<file path="src/design/ics_pkg.sv">
// ics_pkg: constants and carriers of the two-wire bus control/status block.
// assumes a byte engine on the same clock reports bus events to the block.
package ics_pkg;

  // ----------------------------------------------------------------
  // register byte addresses
  // ----------------------------------------------------------------
  localparam logic [3:0] ICS_ADR_CTRL = 4'h0;
  localparam logic [3:0] ICS_ADR_SR1 = 4'h4;
  localparam logic [3:0] ICS_ADR_SR2 = 4'h8;
  localparam logic [3:0] ICS_ADR_DATA = 4'hC;

  // ----------------------------------------------------------------
  // control bit positions
  // ----------------------------------------------------------------
  localparam int ICS_CR_PE = 5;
  localparam int ICS_CR_GC = 4;
  localparam int ICS_CR_START = 3;
  localparam int ICS_CR_ACK = 2;
  localparam int ICS_CR_STOP = 1;
  localparam int ICS_CR_ITE = 0;

  // ----------------------------------------------------------------
  // reset values and special addresses
  // ----------------------------------------------------------------
  localparam logic [7:0] ICS_CTRL_RST = 8'h00;
  localparam logic [7:0] ICS_SR_RST = 8'h00;
  localparam logic [7:0] ICS_GCALL_BYTE = 8'h00;
  localparam logic [7:0] ICS_IGNORE_BYTE = 8'h01;
  localparam logic [1:0] ICS_SYNC_RST = 2'h3;

  // ----------------------------------------------------------------
  // events from the byte engine, one-cycle pulses
  // ----------------------------------------------------------------
  typedef struct packed {
    logic header_sent;
    logic byte_done;
    logic byte_tx;
    logic addr_valid;
    logic [7:0] addr_byte;
    logic ack_slot;
    logic start_sent;
    logic stop_sent;
    logic addr_sent;
    logic ack_fail;
    logic arb_lost;
    logic bus_err;
  } ics_ev_s;

endpackage

</file>
<file path="src/design/ics_ctrl.sv">
// ics_ctrl: control register, first and second status registers, line
// hold, shared interrupt request and low-power behaviour of the bus port.
// assumes a byte engine on clk_i delivers ics_ev_s pulses; scl/sda pins
// are asynchronous and are synchronised here.
//
// Local design decisions: the Wishbone slave port and the register addresses.
`timescale 1ns/1ps
module ics_ctrl
  import ics_pkg::*;
(
  input wire logic clk_i,
  input wire logic rst_i,
  input wire logic wb_cyc_i,
  input wire logic wb_stb_i,
  input wire logic wb_we_i,
  input wire logic [3:0] wb_adr_i,
  input wire logic [3:0] wb_sel_i,
  input wire logic [31:0] wb_dat_i,
  output logic [31:0] wb_dat_o,
  output logic wb_ack_o,
  input wire ics_ev_s ev_i,
  input wire logic [7:0] rx_byte_i,
  input wire logic [7:0] own_addr_i,
  input wire logic halt_i,
  input wire logic imask_i,
  input wire logic scl_i,
  input wire logic sda_i,
  output logic scl_o,
  output logic scl_oe_o,
  output logic sda_o,
  output logic sda_oe_o,
  output logic irq_o,
  output logic periph_on_o,
  output logic start_req_o,
  output logic stop_req_o,
  output logic master_o,
  output logic rx_only_o,
  output logic [7:0] tx_byte_o,
  output logic tx_load_o
);

  // ----------------------------------------------------------------
  // wishbone decode
  // ----------------------------------------------------------------
  logic [7:0] ctrl_reg;
  logic [7:0] tx_byte_reg;
  logic wb_ack_reg;
  logic [31:0] wb_dat_reg;
  wire req = wb_cyc_i & wb_stb_i & ~wb_ack_reg;
  wire wr = req & wb_we_i & wb_sel_i[0];
  wire rd = req & ~wb_we_i;
  wire hit_ctrl = wb_adr_i == ICS_ADR_CTRL;
  wire hit_sr1 = wb_adr_i == ICS_ADR_SR1;
  wire hit_sr2 = wb_adr_i == ICS_ADR_SR2;
  wire hit_data = wb_adr_i == ICS_ADR_DATA;
  wire ctrl_wr = wr & hit_ctrl;
  wire sr1_rd = rd & hit_sr1;
  wire sr2_rd = rd & hit_sr2;
  wire data_wr = wr & hit_data;
  wire data_rd = rd & hit_data;

  wire pe = ctrl_reg[ICS_CR_PE];
  // halt freezes every flop but the bus answer, the pin synchronisers and tx_load_o, which drops
  wire run = ~halt_i;
  wire active = pe & run;
  wire irq_enable = ctrl_reg[ICS_CR_ITE];
  wire ack_en = ctrl_reg[ICS_CR_ACK];
  wire gc_en = ctrl_reg[ICS_CR_GC];
  wire start_bit = ctrl_reg[ICS_CR_START];
  wire stop_bit = ctrl_reg[ICS_CR_STOP];

  // ----------------------------------------------------------------
  // pin synchronisers and start/stop detection
  // ----------------------------------------------------------------
  logic [1:0] scl_sync_reg;
  logic [1:0] sda_sync_reg;
  logic sda_prev_reg;
  always_ff @(posedge clk_i) begin
    if (rst_i) begin
      scl_sync_reg <= ICS_SYNC_RST;
      sda_sync_reg <= ICS_SYNC_RST;
      sda_prev_reg <= 1'b1;
    end else begin
      scl_sync_reg <= {scl_sync_reg[0], scl_i};
      sda_sync_reg <= {sda_sync_reg[0], sda_i};
      sda_prev_reg <= sda_sync_reg[1];
    end
  end
  wire scl_s = scl_sync_reg[1];
  wire sda_s = sda_sync_reg[1];
  wire start_det = scl_s & sda_prev_reg & ~sda_s;
  wire stop_det = scl_s & ~sda_prev_reg & sda_s;

  // ----------------------------------------------------------------
  // status flags
  // ----------------------------------------------------------------
  logic header_sent_flag;
  logic direction_flag;
  logic busy_flag;
  logic byte_finished_flag;
  logic address_matched_flag;
  logic master_mode_flag;
  logic start_generated_flag;
  logic ack_failure_flag;
  logic stop_detected_flag;
  logic arbitration_lost_flag;
  logic bus_error_flag;
  logic general_call_seen;
  logic post_address_event;
  logic btf_defer_reg;
  logic btf_defer_tx_reg;
  logic addressed_reg;
  logic sr1_seen_reg;
  logic sr2_seen_reg;

  // address compare; 01h never matches
  wire addr_ign = ev_i.addr_byte == ICS_IGNORE_BYTE;
  wire addr_gc = gc_en & (ev_i.addr_byte == ICS_GCALL_BYTE);
  wire addr_own = ~addr_ign & (ev_i.addr_byte[7:1] == own_addr_i[7:1]);
  wire addr_hit = ~master_mode_flag & ev_i.addr_valid & ack_en
                  & (addr_own | addr_gc);

  wire ev_byte = active & ev_i.byte_done;
  // a byte finished while the post-address event is pending waits for it to be cleared
  wire btf_now = ev_byte & ~post_address_event;
  wire ev6_clr = sr1_seen_reg & ctrl_wr & wb_dat_i[ICS_CR_PE];
  wire btf_late = btf_defer_reg & ev6_clr;
  // tx byte needs a data write, rx byte a data read
  wire btf_clr = sr1_seen_reg
                 & ((direction_flag & data_wr)
                 | (~direction_flag & data_rd));
  // slave stop request frees the clock line once the byte is done
  wire slave_rel = stop_bit & ~master_mode_flag & byte_finished_flag;
  wire lost = active & ev_i.arb_lost;

  // flag updates: clear terms first, set terms last so a set wins
  always_ff @(posedge clk_i) begin
    if (rst_i || (!pe && run)) begin
      header_sent_flag <= 1'b0;
      direction_flag <= 1'b0;
      byte_finished_flag <= 1'b0;
      address_matched_flag <= 1'b0;
      master_mode_flag <= 1'b0;
      start_generated_flag <= 1'b0;
      ack_failure_flag <= 1'b0;
      stop_detected_flag <= 1'b0;
      arbitration_lost_flag <= 1'b0;
      bus_error_flag <= 1'b0;
      general_call_seen <= 1'b0;
      post_address_event <= 1'b0;
      btf_defer_reg <= 1'b0;
      btf_defer_tx_reg <= 1'b0;
      addressed_reg <= 1'b0;
      sr1_seen_reg <= 1'b0;
      sr2_seen_reg <= 1'b0;
    end else if (run) begin
      // access sequences
      if (sr1_rd) sr1_seen_reg <= 1'b1;
      else if (data_wr || data_rd || ctrl_wr) sr1_seen_reg <= 1'b0;
      if (sr2_rd) sr2_seen_reg <= 1'b1;
      else if (data_wr) sr2_seen_reg <= 1'b0;

      if (sr2_seen_reg && data_wr) header_sent_flag <= 1'b0;
      if (ev_i.header_sent) header_sent_flag <= 1'b1;

      if (sr1_seen_reg && data_wr) start_generated_flag <= 1'b0;
      if (ev_i.start_sent) start_generated_flag <= 1'b1;

      if (sr1_rd) address_matched_flag <= 1'b0;
      if (addr_hit) address_matched_flag <= 1'b1;

      if (ev6_clr) post_address_event <= 1'b0;
      if (ev_i.addr_sent) post_address_event <= 1'b1;

      if (btf_clr || slave_rel) byte_finished_flag <= 1'b0;
      if (btf_clr || stop_det || lost) direction_flag <= 1'b0;
      if (btf_late) btf_defer_reg <= 1'b0;
      if (ev_byte && post_address_event) begin
        btf_defer_reg <= 1'b1;
        btf_defer_tx_reg <= ev_i.byte_tx;
      end
      if (btf_now || btf_late) begin
        byte_finished_flag <= 1'b1;
        // general call slave is receive only
        direction_flag <= (btf_now ? ev_i.byte_tx : btf_defer_tx_reg)
                          & ~general_call_seen;
      end

      if (stop_det || lost) master_mode_flag <= 1'b0;
      if (ctrl_wr && wb_dat_i[ICS_CR_START] && (master_mode_flag || !busy_flag))
        master_mode_flag <= 1'b1;

      if (stop_det) general_call_seen <= 1'b0;
      if (addr_hit && addr_gc) general_call_seen <= 1'b1;

      if (stop_det) addressed_reg <= 1'b0;
      if (addr_hit) addressed_reg <= 1'b1;

      if (sr2_rd) begin
        ack_failure_flag <= 1'b0;
        stop_detected_flag <= 1'b0;
        arbitration_lost_flag <= 1'b0;
        bus_error_flag <= 1'b0;
      end
      if (ev_i.ack_fail) ack_failure_flag <= 1'b1;
      if (stop_det && addressed_reg && !master_mode_flag)
        stop_detected_flag <= 1'b1;
      if (ev_i.arb_lost) arbitration_lost_flag <= 1'b1;
      if (ev_i.bus_err) bus_error_flag <= 1'b1;
    end
  end

  // busy keeps its stale value while the port is off
  always_ff @(posedge clk_i) begin
    if (rst_i) begin
      busy_flag <= 1'b0;
    end else if (active) begin
      if (stop_det || ev_i.bus_err) busy_flag <= 1'b0;
      if (start_det) busy_flag <= 1'b1;
    end
  end

  // summary flag: any pending event or error
  wire any_event_flag = header_sent_flag | byte_finished_flag
                        | address_matched_flag | start_generated_flag
                        | ack_failure_flag | stop_detected_flag
                        | arbitration_lost_flag | bus_error_flag
                        | post_address_event;

  // ----------------------------------------------------------------
  // control register
  // ----------------------------------------------------------------
  logic [7:0] ctrl_next;
  always_comb begin
    ctrl_next = ctrl_reg;
    if (!pe) begin
      // stop survives disable, everything else drops
      ctrl_next = ICS_CTRL_RST;
      ctrl_next[ICS_CR_STOP] = stop_bit;
    end
    if (ctrl_wr) begin
      if (!pe) begin
        ctrl_next[ICS_CR_PE] = wb_dat_i[ICS_CR_PE];
      end else begin
        ctrl_next[5:0] = wb_dat_i[5:0];
      end
    end
    if (ev_i.start_sent) ctrl_next[ICS_CR_START] = 1'b0;
    if (ev_i.stop_sent && master_mode_flag)
      ctrl_next[ICS_CR_STOP] = 1'b0;
    ctrl_next[7:6] = 2'b00;
  end

  always_ff @(posedge clk_i) begin
    if (rst_i) begin
      ctrl_reg <= ICS_CTRL_RST;
      tx_byte_reg <= ICS_SR_RST;
      tx_load_o <= 1'b0;
    end else if (run) begin
      ctrl_reg <= ctrl_next;
      tx_load_o <= data_wr & pe;
      if (data_wr) tx_byte_reg <= wb_dat_i[7:0];
    end else begin
      tx_load_o <= 1'b0;
    end
  end

  // ----------------------------------------------------------------
  // wishbone read data and ack
  // ----------------------------------------------------------------
  wire [7:0] sr1_val = {any_event_flag, header_sent_flag, direction_flag,
                        busy_flag, byte_finished_flag, address_matched_flag,
                        master_mode_flag, start_generated_flag};
  wire [7:0] sr2_val = {3'b000, ack_failure_flag, stop_detected_flag,
                        arbitration_lost_flag, bus_error_flag,
                        general_call_seen};
  // unmapped addresses read zero; status writes land nowhere
  wire [7:0] rd_val = hit_ctrl ? ctrl_reg :
                      hit_sr1 ? sr1_val :
                      hit_sr2 ? sr2_val :
                      hit_data ? rx_byte_i : 8'h00;

  always_ff @(posedge clk_i) begin
    if (rst_i) begin
      wb_ack_reg <= 1'b0;
      wb_dat_reg <= 32'h0000_0000;
    end else begin
      wb_ack_reg <= req;
      if (rd) wb_dat_reg <= {24'h00_0000, rd_val};
    end
  end
  assign wb_ack_o = wb_ack_reg;
  assign wb_dat_o = wb_dat_reg;

  // ----------------------------------------------------------------
  // pins, requests and interrupt
  // ----------------------------------------------------------------
  wire hold = header_sent_flag | start_generated_flag
              | byte_finished_flag | address_matched_flag
              | post_address_event;
  assign scl_o = 1'b0;
  assign sda_o = 1'b0;
  assign scl_oe_o = active & hold & ~slave_rel;
  // engine asks for the ack slot; address acks only on a hit
  assign sda_oe_o = active & ack_en & ev_i.ack_slot
                    & (~ev_i.addr_valid | addr_hit);
  assign start_req_o = active & start_bit
                       & (master_mode_flag | ~busy_flag);
  assign stop_req_o = active & stop_bit & master_mode_flag;
  // flags drop one edge after disable; hide that cycle at the pin
  assign master_o = master_mode_flag & pe;
  assign rx_only_o = general_call_seen;
  assign periph_on_o = pe;
  assign tx_byte_o = tx_byte_reg;
  // no wake from halt; mask blocks the request
  assign irq_o = active & irq_enable & ~imask_i & any_event_flag;

endmodule // ics_ctrl

</file>
<file path="config.mk">
export PLATFORM = sky130hd
export DESIGN_NAME = ics_ctrl
export DESIGN_NICKNAME = d
export VERILOG_FILES = /design/src/design/ics_pkg.sv /design/src/design/ics_ctrl.sv
export SDC_FILE = /design/constraint.sdc
export NUM_CORES = 1
export LEC_CHECK = 0
export CAP_MARGIN = 20
export CORE_MARGIN = 2
export CORE_UTILIZATION = 60
export DETAILED_ROUTE_END_ITERATION = 16
export DONT_BUFFER_PORTS = 1
export PLACE_DENSITY = 0.81
export SLEW_MARGIN = 15
export SYNTH_ARGS = -nofsm -noshare
export SYNTH_HDL_FRONTEND = slang
export SYNTH_SLANG_ARGS = --single-unit
</file>
<file path="constraint.sdc">
create_clock -name clk_i -period 5.6 [get_ports clk_i]
set_input_delay 1.68 -clock clk_i [delete_from_list [all_inputs] [get_ports clk_i]]
set_output_delay 1.68 -clock clk_i [all_outputs]
set_load 0.05 [all_outputs]
</file>
==> impl_metrics.ini <==
[worst_setup_path]
worstReg2RegEnd = ctrl_reg[1]
worstPathMaxFanout = 4
crit_type = input port to output pin
end_kind = output pin
r2r_slack_ns = 3.00
cp_data_required_time_ns = 3.92
worst_setup_path_start_kind = input port
crit_arrival_ns = 2.79
rr_startpoint = ctrl_reg[5]
reg2regPathDepth = 4

[synthesis]
syn-cell-area_mm2 = 0.00254
ys_types = 54
synth_top_area_cell = dfxtp_1
async_reset_ff_share_pct = 0
avgSynthCellArea_um2 = 8.62
netlist.area_leader.share_pct = 37.0
synth_edf_count = 0
synth_ff_type = dfxtp_1
ys_warn_count = 0
syn_inst = 295
yosysSeqAreaShare_pct = 37.0
ys_ff_latch = 47
yosys-top-cells-area = dfxtp_1 37%, buf_4 7.7%, mux2i_1 5.5%, nor2_1 3.8%, a21oi_1 3.3%

[clock_tree]
clock_path_buffers = 2
numClockSinks = 47
postCtsSetupBuffers = 0
path_clk_slew_ns = 0.08
insertion_delay_ns = 0.30
hold_buffers = 0
cts_buffers = 5
htree_levels = 2
cts-root-buf = clkbuf_8
ctsResizeCount = 0
cts_tree = built

[global_route]
grt_max_degree = 35
grt_pass1_wl_um = 9400
grt_pass1_vias = 1899
antenna_found_initial = 0
grt-ovfl-total = 0
grtUsageTotal_pct = 24.1

[sta]
finalCriticalPeriod_ns = 4.47
skew_ns = 0.00501
slew_headroom_pct = 45.5
drv_slew = 0
hold_viol_final = 0
setup_viol = 0
setup_tns_ns = 0
rsz0062_at_grt = false
worst_slew_pin_slew_ns = 0.816
setup_ws_ns = 1.13
period_share_pct = 79.9
fmax_mhz = 223

[floorplan]
initial_core_util_pct = 63.1
die_x_um = 69.1
die-area_mm2 = 0.00477
io_pins = 136
rows = 23
core-area_mm2 = 0.00403
die_h_um = 69.1

[detailed_routing]
totalWireLength_um = 6170
avgRoutedWirePerCell_um = 18.2
drc_errors = 0
first_pass_iters = 5
dr_total_vias = 2155
antenna_left = 0
viasPerCell = 6.36
drt-initial-drc-count = 243

[pwr]
p_leak_nw = 0.914
comb_power_share_pct = 11.1
switching_share_pct = 26.9
powerDensity_mw_per_mm2 = 264
switching_power_mw = 0.185
p_clk_share_pct = 37.9
p_int_mw = 0.503
seqPwrFrac_pct = 51.0
vdd_drop_max_v = 0.000140

[worst_hold_path]
worstHoldStart = sda_sync_reg[0]
worstHoldEndpoint = sda_sync_reg[1]
min_path_cells = 1
hp-class = register to register

[cells_and_area]
drive_above_1_share_pct = 11.8
syn_to_final_growth_pct = 2.51
nNetsFinal = 372
n_antenna_cell = 0
fillers = 355

[run]
cap_viol_max_count = 0

[place]
port_buffers = 0
place_congestion = 0.862
hpwlAfterDp_um = 4520
place_ws_ns = 1.14

[run_status]
status = finished, final reports clean
-- critical path, cell delays in order --
cell and delay [ns]:
nor4_1 0.34, and4b_1 0.32, inv_1 0.06, a31oi_1 0.17, buf_4 0.22
-- final cells by class --
type	count	area (µm²)	area share, %
multi-input cells	220	1410	54.2
clock buffers	6	82.6	3.17
inverters	9	33.8	1.30
repair buffers	5	37.5	1.44
clock inverters	2	35.0	1.34
well taps	50	62.6	2.40
flip-flops and latches	47	941	36.1
-- per-stage QoR --
stage	utilization [%]	power, mW	area, µm²	hold WS (ns)	std cells
final	64.7	0.687	2610	0.416	339
after floorplan	-	0.448	2640	0.389	320
after global routing	64.7	0.708	2610	0.428	339
after global placement	61.8	0.432	2490	0.393	331
after detailed placement	61.8	0.433	2490	0.400	331
after CTS	64.7	0.688	2610	0.420	339
-- cell families after synthesis --
logic type	count (synthesis)	synth area share, %
AO/OA/AOI/OAI	67	17.9
AND/OR/NAND/NOR	99	21.9
other	1	0.147
XOR/XNOR	8	2.76
multiplexers	20	8.17
flip-flops	47	37.0
buffers and inverters	53	12.1
-- worst max path at each step --
stage | start | end | slack (ns) | cells past startpoint
after global placement | ev_i[11] | sda_oe_o | 1.14 | 5
after floorplan | halt_i | irq_o | 0.12 | 4
final | ev_i[11] | sda_oe_o | 1.13 | 5
after detailed placement | ev_i[11] | sda_oe_o | 1.14 | 5
after CTS | ev_i[11] | sda_oe_o | 1.14 | 5
after global routing | ev_i[11] | sda_oe_o | 0.97 | 5
-- layout by cell type, fill, tap and decap left out, types with 2 or more instances in the layout --
cell type	count
mux2i_1	14
xor2_1	8
a21oi_1	17
a311oi_1	3
nand4_1	2
nor4bb_1	2
nand3_1	9
o21ai_0	12
a22oi_1	10
or4_1	2
and3_1	3
a22o_1	5
dfxtp_1	47
and2_1	2
nand3b_1	2
nor3_1	4
o31ai_1	2
clkbuf_8	6
nand2b_1	3
buf_4	5
or2_2	9
mux2_2	6
nor4_1	6
inv_1	9
nor2b_1	4
nand4b_1	2
conb_1	26
nand2_1	12
a211oi_1	5
nor2_1	26
-- Yosys cell counts, drive strengths merged (2+ instances only) --
master / instances
a211oi: 5
a21oi: 17
a22o: 5
a22oi: 10
a311oi: 4
and2: 2
and3: 3
buf: 30
clkbuf: 14
dfxtp: 47
inv: 9
mux2: 6
mux2i: 14
nand2: 12
nand2b: 3
nand3: 9
nand3b: 2
nand4: 2
nand4b: 2
nor2: 26
nor2b: 4
nor3: 4
nor4: 7
nor4bb: 3
o21ai: 12
o31ai: 2
or2: 9
or3: 2
or4: 3
xor2: 8
-- per-layer routing --
metal  GRT usage [%]  wire length (µm)
met3            9.21               677
met2            37.3              2870
met4            5.88                93
met5               0                 0
met1            31.8              2530
-- power by group through the flow --
stage / Sequential [mW] / Clock (mW) / Combinational (mW)
floorplan: 0.357 / 0 / 0.0912
global placement: 0.358 / 0 / 0.0739
detailed placement: 0.359 / 0 / 0.0749
CTS: 0.351 / 0.262 / 0.0752
global route: 0.351 / 0.276 / 0.0807
finish: 0.351 / 0.260 / 0.0761
Power figures use the tool's default switching activity.
